--- src/pkg/cpu_exec_defs.svh ---
// Opcodes, cycle counts, flag positions and reset values of the execution subset
`ifndef CPU_EXEC_DEFS_SVH
`define CPU_EXEC_DEFS_SVH

// ***************************************************************
// Opcodes
// ***************************************************************
`define OP_RTI 8'hfa
`define OP_RTS 8'hf9
`define OP_CARRY_FORCE 8'hf8
`define OP_STACK_POINTER_COPY 8'hfe
`define OP_TRAP0 8'hef
`define OP_TRAP15 8'he0
`define OP_CLR_R 8'h73
`define OP_CLR_P 8'ha3
`define OP_SET_R 8'h74
`define OP_SET_P 8'ha4
`define OP_TST_A 8'hb0
`define OP_TST_B 8'hc6
`define OP_SWAP_A 8'hb7
`define OP_SWAP_B 8'hc7
`define OP_SWAP_R 8'hd7
`define OP_RRC_A 8'hbd
`define OP_RRC_B 8'hcd
`define OP_RRC_R 8'hdd
`define NIB_SUB 4'ha
`define NIB_SBB 4'hb
`define HI_RS_A 4'h1
`define HI_IMM_A 4'h2
`define HI_RS_B 4'h3
`define HI_RS_RD 4'h4
`define HI_IMM_B 4'h5
`define HI_B_A 4'h6
`define HI_IMM_RD 4'h7

// ***************************************************************
// Cycle counts
// ***************************************************************
`define CYC_RTI 4'd12
`define CYC_RTS 4'd9
`define CYC_CARRY_FORCE 4'd7
`define CYC_STACK_POINTER_COPY 4'd8
`define CYC_TRAP 4'd14
`define CYC_BIT_R 4'd8
`define CYC_BIT_P 4'd10
`define CYC_TST_A 4'd9
`define CYC_TST_B 4'd10
`define CYC_SWAP_AB 4'd11
`define CYC_SWAP_R 4'd9
`define CYC_RRC_AB 4'd8
`define CYC_RRC_R 4'd6
`define CYC_SUB_RS_AB 4'd7
`define CYC_SUB_IMM_AB 4'd6
`define CYC_SUB_RS_RD 4'd9
`define CYC_SUB_B_A 4'd8
`define CYC_SUB_IMM_RD 4'd8
`define CYC_NONE 4'd1

// ***************************************************************
// Flag byte layout, vectors, reset values
// ***************************************************************
`define FLG_C 7
`define FLG_N 6
`define FLG_Z 5
`define FLG_V 4
`define VEC_TOP 16'h7fde
`define STACK_PAGE 8'h00
`define RST_A 8'h00
`define RST_B 8'h00
`define RST_SP 8'h00
`define RST_ST 8'h00
`define RST_PC 16'h0000

`endif

--- src/pkg/cpu_exec_pkg.sv ---
// Types shared by the execution subset
package cpu_exec_pkg;
  typedef enum logic [3:0] {
    CLS_NONE, CLS_RRC, CLS_SBB, CLS_SUB, CLS_AND, CLS_OR, CLS_CARRY_FORCE,
    CLS_STACK_POINTER_COPY, CLS_SWAP, CLS_TST, CLS_RTI, CLS_RTS, CLS_TRAP
  } op_class_t;
  typedef enum logic [1:0] {DST_A, DST_B, DST_RD} dest_sel_t;
  typedef enum logic [1:0] {CAP_PC_LO, CAP_PC_HI, CAP_ST} capture_t;
  typedef enum logic {S_IDLE, S_RUN} exec_state_t;
endpackage

--- src/verilog/cpu_instr_exec_subset.sv ---
// Execution unit for rotate, return, subtract, bit, carry, stack copy, swap, trap and test
`timescale 1ns/1ps
`default_nettype none
`include "cpu_exec_defs.svh"
module cpu_instr_exec_subset (
  input wire logic core_clk,
  input wire logic rst_b,
  input wire logic start,
  input wire logic [7:0] opcode,
  input wire logic [7:0] dest_in,
  input wire logic [7:0] src_in,
  input wire logic [15:0] next_pc,
  input wire logic load,
  input wire logic [7:0] load_a,
  input wire logic [7:0] load_b,
  input wire logic [7:0] load_sp,
  input wire logic [7:0] load_st,
  input wire logic [7:0] mem_rdata,
  output logic busy,
  output logic done,
  output logic unsupported,
  output logic [7:0] reg_a,
  output logic [7:0] reg_b,
  output logic [7:0] stack_pointer,
  output logic [7:0] flag_byte,
  output logic [15:0] pc,
  output logic rd_wr,
  output logic [7:0] rd_data,
  output logic [15:0] mem_addr,
  output logic mem_rd,
  output logic mem_wr,
  output logic [7:0] mem_wdata
);

  // ***************************************************************
  // Decode
  // ***************************************************************
  function automatic logic is_arith(input logic [7:0] op);
    is_arith = (op[3:0] == `NIB_SUB || op[3:0] == `NIB_SBB) && op[7:4] >= `HI_RS_A && op[7:4] <= `HI_IMM_RD;
  endfunction

  function automatic cpu_exec_pkg::op_class_t op_class(input logic [7:0] op);
    op_class = cpu_exec_pkg::CLS_NONE;
    if (is_arith(op)) begin
      op_class = (op[3:0] == `NIB_SBB) ? cpu_exec_pkg::CLS_SBB : cpu_exec_pkg::CLS_SUB;
    end else if (op >= `OP_TRAP15 && op <= `OP_TRAP0) begin
      op_class = cpu_exec_pkg::CLS_TRAP;
    end else begin
      unique case (op)
        `OP_RRC_A, `OP_RRC_B, `OP_RRC_R: op_class = cpu_exec_pkg::CLS_RRC;
        `OP_CLR_R, `OP_CLR_P: op_class = cpu_exec_pkg::CLS_AND;
        `OP_SET_R, `OP_SET_P: op_class = cpu_exec_pkg::CLS_OR;
        `OP_SWAP_A, `OP_SWAP_B, `OP_SWAP_R: op_class = cpu_exec_pkg::CLS_SWAP;
        `OP_TST_A, `OP_TST_B: op_class = cpu_exec_pkg::CLS_TST;
        `OP_CARRY_FORCE: op_class = cpu_exec_pkg::CLS_CARRY_FORCE;
        `OP_STACK_POINTER_COPY: op_class = cpu_exec_pkg::CLS_STACK_POINTER_COPY;
        `OP_RTI: op_class = cpu_exec_pkg::CLS_RTI;
        `OP_RTS: op_class = cpu_exec_pkg::CLS_RTS;
        default: op_class = cpu_exec_pkg::CLS_NONE;
      endcase
    end
  endfunction

  function automatic cpu_exec_pkg::dest_sel_t op_dest(input logic [7:0] op);
    op_dest = cpu_exec_pkg::DST_RD;
    if (is_arith(op)) begin
      if (op[7:4] == `HI_RS_A || op[7:4] == `HI_IMM_A || op[7:4] == `HI_B_A) begin
        op_dest = cpu_exec_pkg::DST_A;
      end else if (op[7:4] == `HI_RS_B || op[7:4] == `HI_IMM_B) begin
        op_dest = cpu_exec_pkg::DST_B;
      end
    end else if (op == `OP_RRC_A || op == `OP_SWAP_A || op == `OP_TST_A) begin
      op_dest = cpu_exec_pkg::DST_A;
    end else if (op == `OP_RRC_B || op == `OP_SWAP_B || op == `OP_TST_B) begin
      op_dest = cpu_exec_pkg::DST_B;
    end
  endfunction

  function automatic logic [3:0] op_cycles(input logic [7:0] op);
    op_cycles = `CYC_NONE;
    if (is_arith(op)) begin
      unique case (op[7:4])
        `HI_RS_A, `HI_RS_B: op_cycles = `CYC_SUB_RS_AB;
        `HI_IMM_A, `HI_IMM_B: op_cycles = `CYC_SUB_IMM_AB;
        `HI_RS_RD: op_cycles = `CYC_SUB_RS_RD;
        `HI_B_A: op_cycles = `CYC_SUB_B_A;
        default: op_cycles = `CYC_SUB_IMM_RD;
      endcase
    end else if (op >= `OP_TRAP15 && op <= `OP_TRAP0) begin
      op_cycles = `CYC_TRAP;
    end else begin
      unique case (op)
        `OP_RRC_A, `OP_RRC_B: op_cycles = `CYC_RRC_AB;
        `OP_RRC_R: op_cycles = `CYC_RRC_R;
        `OP_CLR_R, `OP_SET_R: op_cycles = `CYC_BIT_R;
        `OP_CLR_P, `OP_SET_P: op_cycles = `CYC_BIT_P;
        `OP_SWAP_A, `OP_SWAP_B: op_cycles = `CYC_SWAP_AB;
        `OP_SWAP_R: op_cycles = `CYC_SWAP_R;
        `OP_TST_A: op_cycles = `CYC_TST_A;
        `OP_TST_B: op_cycles = `CYC_TST_B;
        `OP_CARRY_FORCE: op_cycles = `CYC_CARRY_FORCE;
        `OP_STACK_POINTER_COPY: op_cycles = `CYC_STACK_POINTER_COPY;
        `OP_RTI: op_cycles = `CYC_RTI;
        `OP_RTS: op_cycles = `CYC_RTS;
        default: op_cycles = `CYC_NONE;
      endcase
    end
  endfunction

  // ***************************************************************
  // State
  // ***************************************************************
  cpu_exec_pkg::exec_state_t state_reg, state_next;
  cpu_exec_pkg::capture_t cap_reg, cap_next;
  logic [7:0] op_reg, op_next, dst_reg, dst_next, src_reg, src_next;
  logic [3:0] cyc_reg, cyc_next, step_reg, step_next;
  logic [7:0] a_reg, a_next, b_reg, b_next, sp_reg, sp_next, st_reg, st_next;
  logic [15:0] pc_reg, pc_next, mem_addr_reg, mem_addr_next;
  logic done_reg, done_next, unsup_reg, unsup_next, rd_wr_reg, rd_wr_next;
  logic mem_rd_reg, mem_rd_next, mem_wr_reg, mem_wr_next;
  logic [7:0] rd_data_reg, rd_data_next, mem_wdata_reg, mem_wdata_next;

  cpu_exec_pkg::op_class_t cls;
  cpu_exec_pkg::dest_sel_t dsel;
  logic [7:0] alu_dst, alu_src, alu_res, sp_inc;
  logic alu_c, alu_n, alu_z, alu_v, last_step;
  logic [3:0] trap_n;
  logic [15:0] vec_hi_addr;

  assign cls = op_class(op_reg);
  assign dsel = op_dest(op_reg);
  assign alu_dst = (dsel == cpu_exec_pkg::DST_A) ? a_reg : (dsel == cpu_exec_pkg::DST_B) ? b_reg : dst_reg;
  assign alu_src = (is_arith(op_reg) && op_reg[7:4] == `HI_B_A) ? b_reg : src_reg;
  assign last_step = (step_reg == cyc_reg - 4'd1);
  assign sp_inc = sp_reg + 8'h01;
  assign trap_n = 4'(`OP_TRAP0 - op_reg);
  assign vec_hi_addr = `VEC_TOP - {11'h000, trap_n, 1'b0};

  exec_alu alu (
    .cls(cls),
    .dst(alu_dst),
    .src(alu_src),
    .cin(st_reg[`FLG_C]),
    .res(alu_res),
    .c_out(alu_c),
    .n_out(alu_n),
    .z_out(alu_z),
    .v_out(alu_v)
  );

  // ***************************************************************
  // Sequencer
  // ***************************************************************
  always_comb begin
    state_next = state_reg;
    cap_next = cap_reg;
    op_next = op_reg;
    dst_next = dst_reg;
    src_next = src_reg;
    cyc_next = cyc_reg;
    step_next = step_reg;
    a_next = a_reg;
    b_next = b_reg;
    sp_next = sp_reg;
    st_next = st_reg;
    pc_next = pc_reg;
    mem_addr_next = mem_addr_reg;
    mem_wdata_next = mem_wdata_reg;
    rd_data_next = rd_data_reg;
    done_next = 1'b0;
    unsup_next = 1'b0;
    rd_wr_next = 1'b0;
    mem_rd_next = 1'b0;
    mem_wr_next = 1'b0;
    // Read data is valid in the cycle the strobe stands
    if (mem_rd_reg) begin
      unique case (cap_reg)
        cpu_exec_pkg::CAP_PC_LO: pc_next[7:0] = mem_rdata;
        cpu_exec_pkg::CAP_PC_HI: pc_next[15:8] = mem_rdata;
        cpu_exec_pkg::CAP_ST: st_next = mem_rdata;
      endcase
    end
    unique case (state_reg)
      cpu_exec_pkg::S_IDLE: begin
        if (load) begin
          a_next = load_a;
          b_next = load_b;
          sp_next = load_sp;
          st_next = load_st;
        end
        if (start) begin
          op_next = opcode;
          dst_next = dest_in;
          src_next = src_in;
          pc_next = next_pc;
          cyc_next = op_cycles(opcode);
          step_next = 4'd0;
          state_next = cpu_exec_pkg::S_RUN;
        end
      end
      cpu_exec_pkg::S_RUN: begin
        step_next = step_reg + 4'd1;
        if ((cls == cpu_exec_pkg::CLS_RTS || cls == cpu_exec_pkg::CLS_RTI) &&
            (step_reg == 4'd1 || step_reg == 4'd2 || (cls == cpu_exec_pkg::CLS_RTI && step_reg == 4'd3))) begin
          mem_rd_next = 1'b1;
          mem_addr_next = {`STACK_PAGE, sp_reg};
          sp_next = sp_reg - 8'h01;
          cap_next = (step_reg == 4'd1) ? cpu_exec_pkg::CAP_PC_LO :
                     (step_reg == 4'd2) ? cpu_exec_pkg::CAP_PC_HI : cpu_exec_pkg::CAP_ST;
        end
        if (cls == cpu_exec_pkg::CLS_TRAP) begin
          if (step_reg == 4'd1 || step_reg == 4'd2) begin
            sp_next = sp_inc;
            mem_wr_next = 1'b1;
            mem_addr_next = {`STACK_PAGE, sp_inc};
            mem_wdata_next = (step_reg == 4'd1) ? pc_reg[15:8] : pc_reg[7:0];
          end else if (step_reg == 4'd3) begin
            mem_rd_next = 1'b1;
            mem_addr_next = vec_hi_addr;
            cap_next = cpu_exec_pkg::CAP_PC_HI;
          end else if (step_reg == 4'd4) begin
            mem_rd_next = 1'b1;
            mem_addr_next = vec_hi_addr + 16'h0001;
            cap_next = cpu_exec_pkg::CAP_PC_LO;
          end
        end
        if (last_step) begin
          done_next = 1'b1;
          state_next = cpu_exec_pkg::S_IDLE;
          unique case (cls)
            cpu_exec_pkg::CLS_RRC, cpu_exec_pkg::CLS_SBB, cpu_exec_pkg::CLS_SUB, cpu_exec_pkg::CLS_AND,
            cpu_exec_pkg::CLS_OR, cpu_exec_pkg::CLS_SWAP, cpu_exec_pkg::CLS_TST: begin
              st_next[`FLG_C] = alu_c;
              st_next[`FLG_N] = alu_n;
              st_next[`FLG_Z] = alu_z;
              st_next[`FLG_V] = alu_v;
              if (cls != cpu_exec_pkg::CLS_TST) begin
                unique case (dsel)
                  cpu_exec_pkg::DST_A: a_next = alu_res;
                  cpu_exec_pkg::DST_B: b_next = alu_res;
                  cpu_exec_pkg::DST_RD: begin
                    rd_wr_next = 1'b1;
                    rd_data_next = alu_res;
                  end
                endcase
              end
            end
            cpu_exec_pkg::CLS_CARRY_FORCE: begin
              st_next[`FLG_C] = 1'b1;
              st_next[`FLG_N] = 1'b0;
              st_next[`FLG_Z] = 1'b1;
              st_next[`FLG_V] = 1'b0;
            end
            cpu_exec_pkg::CLS_STACK_POINTER_COPY: b_next = sp_reg;
            cpu_exec_pkg::CLS_NONE: unsup_next = 1'b1;
            default: begin
            end
          endcase
        end
      end
    endcase
  end

  always_ff @(posedge core_clk or negedge rst_b) begin
    if (!rst_b) begin
      state_reg <= cpu_exec_pkg::S_IDLE;
      cap_reg <= cpu_exec_pkg::CAP_PC_LO;
      op_reg <= 8'h00;
      dst_reg <= 8'h00;
      src_reg <= 8'h00;
      cyc_reg <= `CYC_NONE;
      step_reg <= 4'd0;
      a_reg <= `RST_A;
      b_reg <= `RST_B;
      sp_reg <= `RST_SP;
      st_reg <= `RST_ST;
      pc_reg <= `RST_PC;
      mem_addr_reg <= 16'h0000;
      mem_wdata_reg <= 8'h00;
      rd_data_reg <= 8'h00;
      done_reg <= 1'b0;
      unsup_reg <= 1'b0;
      rd_wr_reg <= 1'b0;
      mem_rd_reg <= 1'b0;
      mem_wr_reg <= 1'b0;
    end else begin
      state_reg <= state_next;
      cap_reg <= cap_next;
      op_reg <= op_next;
      dst_reg <= dst_next;
      src_reg <= src_next;
      cyc_reg <= cyc_next;
      step_reg <= step_next;
      a_reg <= a_next;
      b_reg <= b_next;
      sp_reg <= sp_next;
      st_reg <= st_next;
      pc_reg <= pc_next;
      mem_addr_reg <= mem_addr_next;
      mem_wdata_reg <= mem_wdata_next;
      rd_data_reg <= rd_data_next;
      done_reg <= done_next;
      unsup_reg <= unsup_next;
      rd_wr_reg <= rd_wr_next;
      mem_rd_reg <= mem_rd_next;
      mem_wr_reg <= mem_wr_next;
    end
  end

  // ***************************************************************
  // Outputs
  // ***************************************************************
  assign busy = (state_reg == cpu_exec_pkg::S_RUN);
  assign done = done_reg;
  assign unsupported = unsup_reg;
  assign reg_a = a_reg;
  assign reg_b = b_reg;
  assign stack_pointer = sp_reg;
  assign flag_byte = st_reg;
  assign pc = pc_reg;
  assign rd_wr = rd_wr_reg;
  assign rd_data = rd_data_reg;
  assign mem_addr = mem_addr_reg;
  assign mem_rd = mem_rd_reg;
  assign mem_wr = mem_wr_reg;
  assign mem_wdata = mem_wdata_reg;
endmodule
`default_nettype wire

--- src/verilog/exec_alu.sv ---
// Combinational result and flag unit for the execution subset
`timescale 1ns/1ps
`default_nettype none
module exec_alu (
  input wire cpu_exec_pkg::op_class_t cls,
  input wire logic [7:0] dst,
  input wire logic [7:0] src,
  input wire logic cin,
  output logic [7:0] res,
  output logic c_out,
  output logic n_out,
  output logic z_out,
  output logic v_out
);
  logic [8:0] diff;

  always_comb begin
    diff = 9'h000;
    res = dst;
    c_out = cin;
    unique case (cls)
      cpu_exec_pkg::CLS_RRC: begin
        res = {cin, dst[7:1]};
        c_out = dst[0];
      end
      cpu_exec_pkg::CLS_SUB: begin
        diff = {1'b0, dst} - {1'b0, src};
        res = diff[7:0];
        c_out = ~diff[8];
      end
      cpu_exec_pkg::CLS_SBB: begin
        diff = {1'b0, dst} - {1'b0, src} - {8'h00, ~cin};
        res = diff[7:0];
        c_out = ~diff[8];
      end
      cpu_exec_pkg::CLS_AND: begin
        res = dst & src;
        c_out = 1'b0;
      end
      cpu_exec_pkg::CLS_OR: begin
        res = dst | src;
        c_out = 1'b0;
      end
      cpu_exec_pkg::CLS_SWAP: begin
        res = {dst[3:0], dst[7:4]};
        c_out = dst[4];
      end
      cpu_exec_pkg::CLS_TST: begin
        res = dst;
        c_out = 1'b0;
      end
      default: begin
        res = dst;
        c_out = cin;
      end
    endcase
    n_out = res[7];
    z_out = (res == 8'h00);
    if (cls == cpu_exec_pkg::CLS_SUB || cls == cpu_exec_pkg::CLS_SBB) begin
      v_out = (c_out ^ n_out) & (src[7] ^ dst[7]);
    end else begin
      v_out = 1'b0;
    end
  end
endmodule
`default_nettype wire

--- config.mk ---
export PLATFORM = sky130hd
export DESIGN_NAME = cpu_instr_exec_subset
export DESIGN_NICKNAME = d
export VERILOG_FILES = /design/src/pkg/cpu_exec_pkg.sv /design/src/verilog/cpu_instr_exec_subset.sv /design/src/verilog/exec_alu.sv
export VERILOG_INCLUDE_DIRS = /design/src /design/src/pkg
export SDC_FILE = /design/constraint.sdc
export NUM_CORES = 1
export LEC_CHECK = 0
export ABC_AREA = 0
export BUFFER_PORTS_ARGS = -buffer_cell sky130_fd_sc_hd__clkbuf_2
export CAP_MARGIN = 15
export CELL_PAD_IN_SITES_DETAIL_PLACEMENT = 1
export CELL_PAD_IN_SITES_GLOBAL_PLACEMENT = 1
export CORE_MARGIN = 5
export CORE_UTILIZATION = 45
export DETAILED_ROUTE_END_ITERATION = 10
export GPL_TIMING_DRIVEN = 0
export HOLD_SLACK_MARGIN = 0.1
export PLACE_DENSITY_LB_ADDON = 0.1
export RECOVER_POWER = 25
export SLEW_MARGIN = 20
export SYNTH_ARGS = -nofsm -noshare
export SYNTH_HDL_FRONTEND = slang
export SYNTH_SLANG_ARGS = --single-unit
--- constraint.sdc ---
create_clock -name core_clk -period 9.5 [get_ports core_clk]
set_input_delay 0 -clock core_clk [delete_from_list [all_inputs] [get_ports core_clk]]
set_output_delay 0 -clock core_clk [all_outputs]
set_load 0.01 [all_outputs]
Yosys cells after proc, flatten, opt, wreduce, memory -nomap -nowiden
Cells that the tools add are included.
Operators by class
  add/sub/neg operators: 9
  order comparisons: 8
  equality and inequality tests: 77
  multiplexer cells: 85
  bitwise logic cells: 9
  reduce and logical (&&, ||, !) cells: 44
Operators with widths (count)
  $eq 8x8->1 const B: 28
  $mux 8: 22
  $mux 16: 8
  $pmux 8 s2: 4
  $pmux 8 s6: 1
  $eq 4x3->1 const B: 9
  $eq 4x4->1 const B: 9
  $pmux 4 s9: 1
  $eq 4x2->1 const B: 8
  $eq 8x7->1 const B: 4
  $mux 4: 7
  $pmux 4 s7: 1
  $mux 2: 12
  $pmux 4 s2: 3
  $mux 1: 23
  $add 16x1->16 const B: 1
  $eq 4x1->1 const B: 4
  $ge 8x8->1 const B: 2
  $le 8x8->1 const B: 2
  $sub 15x5->16 const A: 1
  $reduce_and 5->1: 3
  $reduce_or 3->1: 5
  $logic_or 1x1->1: 13
  $pmux 4 s3: 1
  33 further kinds: 60
Storage, ports and cells
  register bits: 120
  output and inout bits: 86

Longest topological paths before layout
Gate-level depths: netlist of run 1.
  word-level depth: 19
  gate-level depth with buffers: 18
  gate-level depth less buffers: 17

Modules after synthesis
From an unflattened synthesis of run 1, not the netlist that was laid out.
Second synthesis, totals
  cells, all modules: 1025
  area total of the unflattened synthesis: 8742.1 um^2
By module, submodules not included
  cpu_instr_exec_subset: times used 1, cells an instance 806, area each 7221.9 um^2, seq. area each 3004.1 um^2
  exec_alu: times used 1, cells an instance 219, area each 1520.2 um^2, seq. area each 0.0 um^2

Worst setup path after synthesis of run 1
Ideal clock, no wire load.
  path type: register to register
  start point: register op_reg[1]
  end point: register st_reg[6], in the netlist flag_byte[6]
  setup time: 0.116 ns
  arrival time: 4.562 ns
  data required time: 9.384 ns
  path slack: 4.822 ns
  cell stages (with the launch flop): 19
  buffers on the path: 2
  cell sequence: dfrtp_1 > buf_6 > or4_4 > a311oi_1 > o31a_1 > clkbuf_1 > o221a_2 > inv_1 > ha_1 > fa_1 > nand2b_1 > a21oi_1 > nor4_1 > a311oi_1 > nor3_1 > xnor2_1 > o311ai_0 > o211ai_1 > o311ai_0
Between the ends
  word-level cells in the longest chain between the ends: 15
RTL lines
  start, declared: line cpu_instr_exec_subset.sv:115  | logic [7:0] op_reg, op_next, dst_reg, dst_next, src_reg, src_next;
  start signal, assigned: line cpu_instr_exec_subset.sv:289  | op_reg <= op_next;
  $eq 8x8->1: line cpu_instr_exec_subset.sv:49  | unique case (op)
  $logic_or 1x1->1 (no source line) (2 in a row)
  $mux 2: line cpu_instr_exec_subset.sv:74  | end else if (op == `OP_RRC_B || op == `OP_SWAP_B || op == `OP_TST_B) begin
  $mux 2: line cpu_instr_exec_subset.sv:72  | end else if (op == `OP_RRC_A || op == `OP_SWAP_A || op == `OP_TST_A) begin
  $mux 2: line cpu_instr_exec_subset.sv:66  | if (is_arith(op)) begin
  $eq 2x1->1: line cpu_instr_exec_subset.sv:132  | assign alu_dst = (dsel == cpu_exec_pkg::DST_A) ? a_reg : (dsel == cpu_exec_pkg::DST_B) ? b_reg : dst_reg;
  $mux 8 (2 in a row): line cpu_instr_exec_subset.sv:132
  $sub 8x8->9: line exec_alu.sv:27, exec_alu.sv:32
  $sub 9x1->9: line exec_alu.sv:32  | diff = {1'b0, dst} - {1'b0, src} - {8'h00, ~cin};
  $pmux 8 s6: line exec_alu.sv:21  | unique case (cls)
  $pmux 4 s2 (*): line cpu_instr_exec_subset.sv:230  | unique case (cls)
  $mux 4 (*): line cpu_instr_exec_subset.sv:227  | if (last_step) begin
  $pmux 4 s2 (*): line cpu_instr_exec_subset.sv:183  | unique case (state_reg)
  named net st_next[6]: line cpu_instr_exec_subset.sv:117  | logic [7:0] a_reg, a_next, b_reg, b_next, sp_reg, sp_next, st_reg, st_next;
  end signal, assigned: line cpu_instr_exec_subset.sv:276  | st_reg <= `RST_ST;
  end signal, assigned: line cpu_instr_exec_subset.sv:297  | st_reg <= st_next;
  end, declared: line cpu_instr_exec_subset.sv:117
Mark *: on every way through the listed nets, which the timed path passes. The rest lies on a longest branch.
A chain may end at the register's enable or synchronous reset.

Final worst setup path of run 1
  start point: register op_reg[1]
  end point: register st_reg[4], in the netlist flag_byte[4]
Between the ends
  word-level cells in the longest chain between the ends: 19
RTL lines
  $eq 8x8->1: line cpu_instr_exec_subset.sv:49
  $logic_or 1x1->1 (no source line) (2 in a row)
  $mux 2: line cpu_instr_exec_subset.sv:74
  $mux 2: line cpu_instr_exec_subset.sv:72
  $mux 2: line cpu_instr_exec_subset.sv:66
  $eq 2x1->1: line cpu_instr_exec_subset.sv:132
  $mux 8 (2 in a row): line cpu_instr_exec_subset.sv:132
  $sub 8x8->9: line exec_alu.sv:27, exec_alu.sv:32
  (+2 left out)
  $pmux 1 s5: line exec_alu.sv:21
  $xor 1x1->1: line exec_alu.sv:60  | v_out = (c_out ^ n_out) & (src[7] ^ dst[7]);
  $and 1x1->1: line exec_alu.sv:60
  $mux 1: line exec_alu.sv:59  | if (cls == cpu_exec_pkg::CLS_SUB || cls == cpu_exec_pkg::CLS_SBB) begin
  $pmux 4 s2 (*): line cpu_instr_exec_subset.sv:230
  $mux 4 (*): line cpu_instr_exec_subset.sv:227
  $pmux 4 s2 (*): line cpu_instr_exec_subset.sv:183
  named net st_next[4]: line cpu_instr_exec_subset.sv:117
Marked as above.

==> results of run 1 <==
==> worst min-delay path by stage <==
stage          startpoint                      to  slack [ps]
3_3_place_gp    src_in[7]  src_reg[7]$_DFFE_PN0P_         190
5_1_grt         opcode[0]   op_reg[0]$_DFFE_PN0P_         200
2_1_floorplan       rst_b          busy$_DFF_PN0_        -300
4_1_cts             rst_b  cyc_reg[0]$_DFFE_PN1P_         110
3_5_place_dp        rst_b  cyc_reg[2]$_DFFE_PN0P_         -70
6_report        opcode[0]   op_reg[0]$_DFFE_PN0P_         170
==> synth_stat cells (all sizes together), types with 13 or more instances <==
| library cell | count |
|---|---|
| nor3 | 19 |
| ha | 33 |
| nor2 | 53 |
| nand3 | 17 |
| inv | 40 |
| o21ai | 95 |
| nand2b | 13 |
| nand2 | 162 |
| mux2i | 53 |
| a21oi | 45 |
| dfrtp | 119 |
| clkbuf | 53 |
| xnor2 | 20 |
==> report_power, final <==
part,switching [mW],total (mW),internal [mW]
Clock,0.274,0.687,0.414
Combinational,1.24,2.03,0.786
Sequential,0.225,0.946,0.722
Total,1.74,3.66,1.92
==> routing by layer <==
layer | up-vias | global-route usage [%]
met1 | 4398 | 41.6
met3 | 83 | 6.75
met2 | 417 | 59.6
li1 | 3985 | -
met5 | - | 0
met4 | 0 | 13.6
==> metrics by stage <==
stage	power [mW]	setup WS (ps)	area, µm²
after floorplan	2.11	4820	8100
after global placement	2.70	3410	9210
after detailed placement	2.77	3830	9260
after CTS	3.57	3240	10800
after global routing	3.89	2860	10800
final	3.66	3100	10800
==> worst max-delay path, delay by kind of cell, from the launching register on <==
family	cells	cell delay, ps
flops	1	400
simple gates	4	670
fa+ha+maj	2	670
buf+inv	4	1260
compound gates	7	2950
xor+xnor	2	370
==> cells by family after synthesis <==
family,after synthesis
xor gates and xnor gates,26
muxes,60
adders and majority gates,34
DFF,120
buffers and inverters,100
AOI/OAI and AO/OA,259
and+or+nand+nor,354
==> area by class of cell <==
type	count	area, µm²
Fill cell	2116	7060
Multi-Input combinational cell	733	4710
Sequential cell	120	3000
Timing Repair Buffer	263	1790
Clock buffer	18	429
Tap cell	229	287
Buffer	60	245
Clock inverter	14	173
Inverter	40	150
==> out/qor.csv, run 1 <==
metric,value,unit
peakVddDrop,0.000158,V
hold_ws,167,ps
synth.distinct_cells,77,
reg2reg_to,flag_byte[4]$_DFF_PN0_,
synth_area_per_cell,8.50,µm²
clockBufferDepth,2,
grt_max_degree,89,
synth_area_leaders,"dfrtp_1, nand2_1, mux2i_1, o21ai_0, ha_1",
clock.fmax,0.156,GHz
top_layer,met4,
drt_wl_total,35300,µm
instances_no_fill,1477,
drtPass1Iterations,5,
cts-htree-levels,4,
nNetsFinal,1353,
clock_latency,450,ps
post_cts_resized,0,
crit_path_start,op_reg[1]$_DFFE_PN0P_,
initial_core_util,45.4,%
antenna_found_initial,0,
hold_depth,4,
reg2regPathDepth,19,
clock_sinks,120,
grt_first_pass_wirelength,54900,µm
io_buffer_count,166,
postCtsSetupBuffers,0,
crit_path_top_delay_cell,o311ai_1,
synth_enable_flop_cells,0,
dp_hpwl,23600,µm
synth_xor_area_share,2.81,%
ant_nets,0,
slew_violations,121,
io_pins,170,
worst_slew_pin_slew,4990,ps
status,"finished, violations left",
dr.first_iter.drc_count,764,
finalHoldViolations,0,
met3WireLength,2530,µm
clk_pin_slew,60,ps
chipWidth,144,µm
synth_top_family_by_area,compound AO/OA/AOI/OAI gates,
synth_compound_area_share,21.2,%
min_path_type,in -> reg,
layout_common_cells,"clkbuf_2, nand2_1, dfrtp_1",
setup_tns,0,ps
violations,"max-capacitance violations, max-slew violations",
fin_util,60.4,%
drive_gt1_share,18.1,%
core,17800,µm²
ys_warn_count,0,
maxCapViolCount,2,
synth_nets,1071,
max_slew_margin,-233,%
rsz0062_at_grt,no,
n_antenna_cell,0,
slowest_delay,820,ps
synth_seq_cells,120,
cts_tree,built,
syn-cell-area,8100,µm²
crit_path_frequent_cell,xnor2_1,
finalCriticalPeriod,6400,ps
endpoint_kind,register,
track_usage,34.2,%
synth-simple-area-share,21.1,%
synth.top_cell.area_share,36.8,%
clock_skew,21.6,ps
drcViolationCount,0,
syn_inst,953,
setup_viol,0,
async_reset_ff_share,100,%
grt_overflow,0,
grt_pass1_vias,9625,
path_cells,"buf_6, nand3b_1, a2111oi_4, o31a_1, clkbuf_1, o221a_2, inv_1, ha_1, fa_1, nand2b_1, a21oi_1, nor4_1, a311oi_1, nor3_1, xnor2_1, o311ai_1, xnor2_1, o211ai_1, dlygate4sd3_1",
cts-root-buf,clkbuf_16,
dr_total_vias,8883,
die_area,20800,µm²
place_congestion,0.967,
critPathArrivalTime,6770,ps
crit_type,reg -> reg,
mostFrequentLayoutCell,clkbuf_2,
finalCritPeriodShare,67.3,%
placed_cells,1349,
synthFlopType,dfrtp_1,
synth_top_cell_by_area,dfrtp_1,
critPathCapture,flag_byte[4]$_DFF_PN0_,
rows,49,
routed_via_density,6.01,
ctsHoldBuffers,96,
p_leak,5.11,nW
synth_mux_area_share,7.53,%
synth_adder_area_share,5.35,%
ys_seq_area_share,37.1,%
critPathLaunchType,register,
worstPathRequired,9870,ps
wl_met1,13900,µm
die_h,144,µm
routed-wl-met2,17600,µm
area_growth_syn_to_layout,33.2,%
worstPathMaxFanout,10,
r2r_start,op_reg[1]$_DFFE_PN0P_,
power.density,339,nW/µm²
numCtsBuffers,17,
reg2reg_slack,3100,ps
routedWlPerCell,23.9,µm
Power figures use the tool's default switching activity.
==> run 2: changes to the inputs <==
--- a/config.mk
+++ b/config.mk
@@ -12,7 +12,7 @@
 export CELL_PAD_IN_SITES_DETAIL_PLACEMENT = 1
 export CELL_PAD_IN_SITES_GLOBAL_PLACEMENT = 1
 export CORE_MARGIN = 5
-export CORE_UTILIZATION = 45
+export CORE_UTILIZATION = 41
 export DETAILED_ROUTE_END_ITERATION = 10
 export GPL_TIMING_DRIVEN = 0
 export HOLD_SLACK_MARGIN = 0.1
==> constraint.sdc (replaced) <==
create_clock -name core_clk -period 6.15 [get_ports core_clk]
set_input_delay 0 -clock core_clk [delete_from_list [all_inputs] [get_ports core_clk]]
set_output_delay 0 -clock core_clk [all_outputs]
set_load 0.01 [all_outputs]
==> run 2 against run 1 <==
Net effect: the run still ends with max-capacitance violations, max-slew violations left; clock power increased by 44%; clock skew shrank 12 ps; largest power group unchanged; routed wire length down 5.0%; power increased by 53%; register-to-register slack lost 2900 ps; global-route usage shrank 4.8 points; critical path type unchanged; cell count increased by 2.4%; sequential power grew 54%.
==> out/qor.csv, run 2 (synthesis gave the netlist of run 1 again) <==
metric,value,unit,change
initial_core_util,41.6,%,was 45.4%
post_dp_cell_area,9320,µm²,was 9260 µm²
clk_pin_slew,60,ps,about the same
clock_skew,9.62,ps,was 21.6 ps
io_buffer_count,166,,unchanged
crit_type,reg -> reg,,unchanged
p_leak,5.11,nW,about the same
rows,51,,was 49
setup_viol,0,,unchanged
grt_first_pass_wirelength,51300,µm,was 54900 µm
dr_total_vias,8819,,was 8883
hold_ws,105,ps,was 167 ps
wl_met1,13800,µm,was 13900 µm
routed-wl-met2,16200,µm,was 17600 µm
maxCapViolCount,2,,unchanged
peakVddDrop,0.000240,V,was 0.000158 V
violations,"max-capacitance violations, max-slew violations",,unchanged
drive_gt1_share,18.6,%,was 18.1%
core,19500,µm²,was 17800 µm²
die_area,22700,µm²,was 20800 µm²
endpoint_kind,register,,unchanged
finalCritPeriodShare,96.0,%,was 67.3%
clockBufferDepth,2,,unchanged
clock_latency,430,ps,was 450 ps
routedWlPerCell,22.1,µm,was 23.9 µm
clock_sinks,120,,unchanged
worst_slew_pin_slew,4630,ps,was 4990 ps
critPathArrivalTime,6210,ps,was 6770 ps
max_slew_margin,-209,%,was -233%
grt_max_degree,85,,was 89
grt_overflow,0,,unchanged
worstPathRequired,6460,ps,was 9870 ps
placed_cells,1386,,was 1349
crit_path_start,op_reg[7]$_DFFE_PN0P_,,was op_reg[1]$_DFFE_PN0P_
final_area,10800,µm²,about the same
power.density,517,nW/µm²,was 339 nW/µm²
min_path_type,in -> reg,,unchanged
r2r_start,op_reg[7]$_DFFE_PN0P_,,was op_reg[1]$_DFFE_PN0P_
dp_slack,559,ps,was 3830 ps
cts_tree,built,,unchanged
numCtsBuffers,17,,unchanged
chipWidth,151,µm,was 144 µm
area_growth_syn_to_layout,33.5,%,was 33.2%
die_h,151,µm,was 144 µm
mostFrequentLayoutCell,clkbuf_2,,unchanged
power.total,5.59,mW,was 3.66 mW
status,"finished, violations left",,unchanged
worstPathMaxFanout,10,,unchanged
track_usage,29.5,%,was 34.2%
min_from,opcode[6],,was opcode[0]
drtPass1Iterations,5,,unchanged
ant_nets,0,,unchanged
instances_no_fill,1512,,was 1477
slew_violations,122,,was 121
met3WireLength,2270,µm,was 2530 µm
io_pins,170,,unchanged
drt_wl_total,33500,µm,was 35300 µm
critPathLaunchType,register,,unchanged
antenna_found_initial,4,,was 0
cts-htree-levels,4,,unchanged
clock.fmax,0.169,GHz,was 0.156 GHz
drcViolationCount,0,,unchanged
nNetsFinal,1350,,was 1353
grt_pass1_vias,9105,,was 9625
fill_cells,2355,,was 2116
top_layer,met5,,was met4
finalHoldViolations,0,,unchanged
finalCriticalPeriod,5910,ps,was 6400 ps
routed_via_density,5.83,,was 6.01
place_congestion,0.939,,was 0.967
cts-root-buf,clkbuf_16,,unchanged
setup_slack,244,ps,was 3100 ps
dp_hpwl,23000,µm,was 23600 µm
layout_common_cells,"clkbuf_2, nand2_1, dfrtp_1",,unchanged
dr.first_iter.drc_count,598,,was 764
rsz0062_at_grt,no,,unchanged
-- run 2: where the power goes --
group / switching, mW / internal [mW] / total (mW)
Combinational: 1.91 / 1.22 / 3.14
Sequential: 0.347 / 1.11 / 1.46
Clock: 0.453 / 0.539 / 0.992
-- run 2: critical path: stages (launching register included) --
cell           delay, ps
dfrtp_1              350
clkbuf_1             380
and4bb_2             340
and4bb_2             280
nor2_1               390
or2_2                190
o221a_2              220
inv_1                100
ha_1                 260
fa_1                 420
nand2b_1             180
a21oi_1              230
nor4_1                80
a311oi_1             530
nor3_1               160
xnor2_1              180
o311ai_2             440
buf_4                240
xnor2_1              140
o211ai_1             110
dlygate4sd3_1        560
-- run 2: metal layers --
metal | up-vias | global-route usage (%)
li1 | 3986 | -
met1 | 4395 | 36.9
met2 | 364 | 49.0
met3 | 72 | 6.80
met4 | 2 | 12.0
met5 | - | 0
-- run 2: timing repair --
item	4_1_cts	5_1_grt
hold buffers	94	0
buffers inserted	0	0
endpoints found under the hold margin	193	0
endpoints found under the setup margin	0	1
gates resized for setup	0	4
-- run 2: path summary, 6_finish.rpt --
path / end / slack, ps / cells past startpoint
worst max-delay path: flag_byte[4]$_DFF_PN0_ / 240 / 20
min in group asynchronous: mem_wdata[2]$_DFFE_PN0P_ / 800 / 3
worst min-delay path: op_reg[6]$_DFFE_PN0P_ / 100 / 4
max in group asynchronous: src_reg[6]$_DFFE_PN0P_ / 1640 / 3
worst min register to register: mem_addr[10]$_DFFE_PN0P_ / 470 / 1
worst max register to register: flag_byte[4]$_DFF_PN0_ / 240 / 20
-- run 2: layout make-up --
type / instances / area, µm² / share of cell area, %
diodes: 2 / 5.00 / 0.0463
plain buffers: 58 / 239 / 2.21
clock buffers: 17 / 425 / 3.94
clock inverters: 15 / 151 / 1.40
inverters: 40 / 150 / 1.39
multi-input cells: 733 / 4720 / 43.7
flip-flops and latches: 120 / 3000 / 27.8
well taps: 265 / 332 / 3.07
repair buffers: 262 / 1780 / 16.4
-- run 2: metrics by stage --
step / utilization, % / TNS (ps)
2_1_floorplan: - / 0
3_3_place_gp: 47.6 / -2840
3_5_place_dp: 47.9 / 0
4_1_cts: 55.7 / 0
5_1_grt: 55.5 / 0
6_report: 55.5 / 0
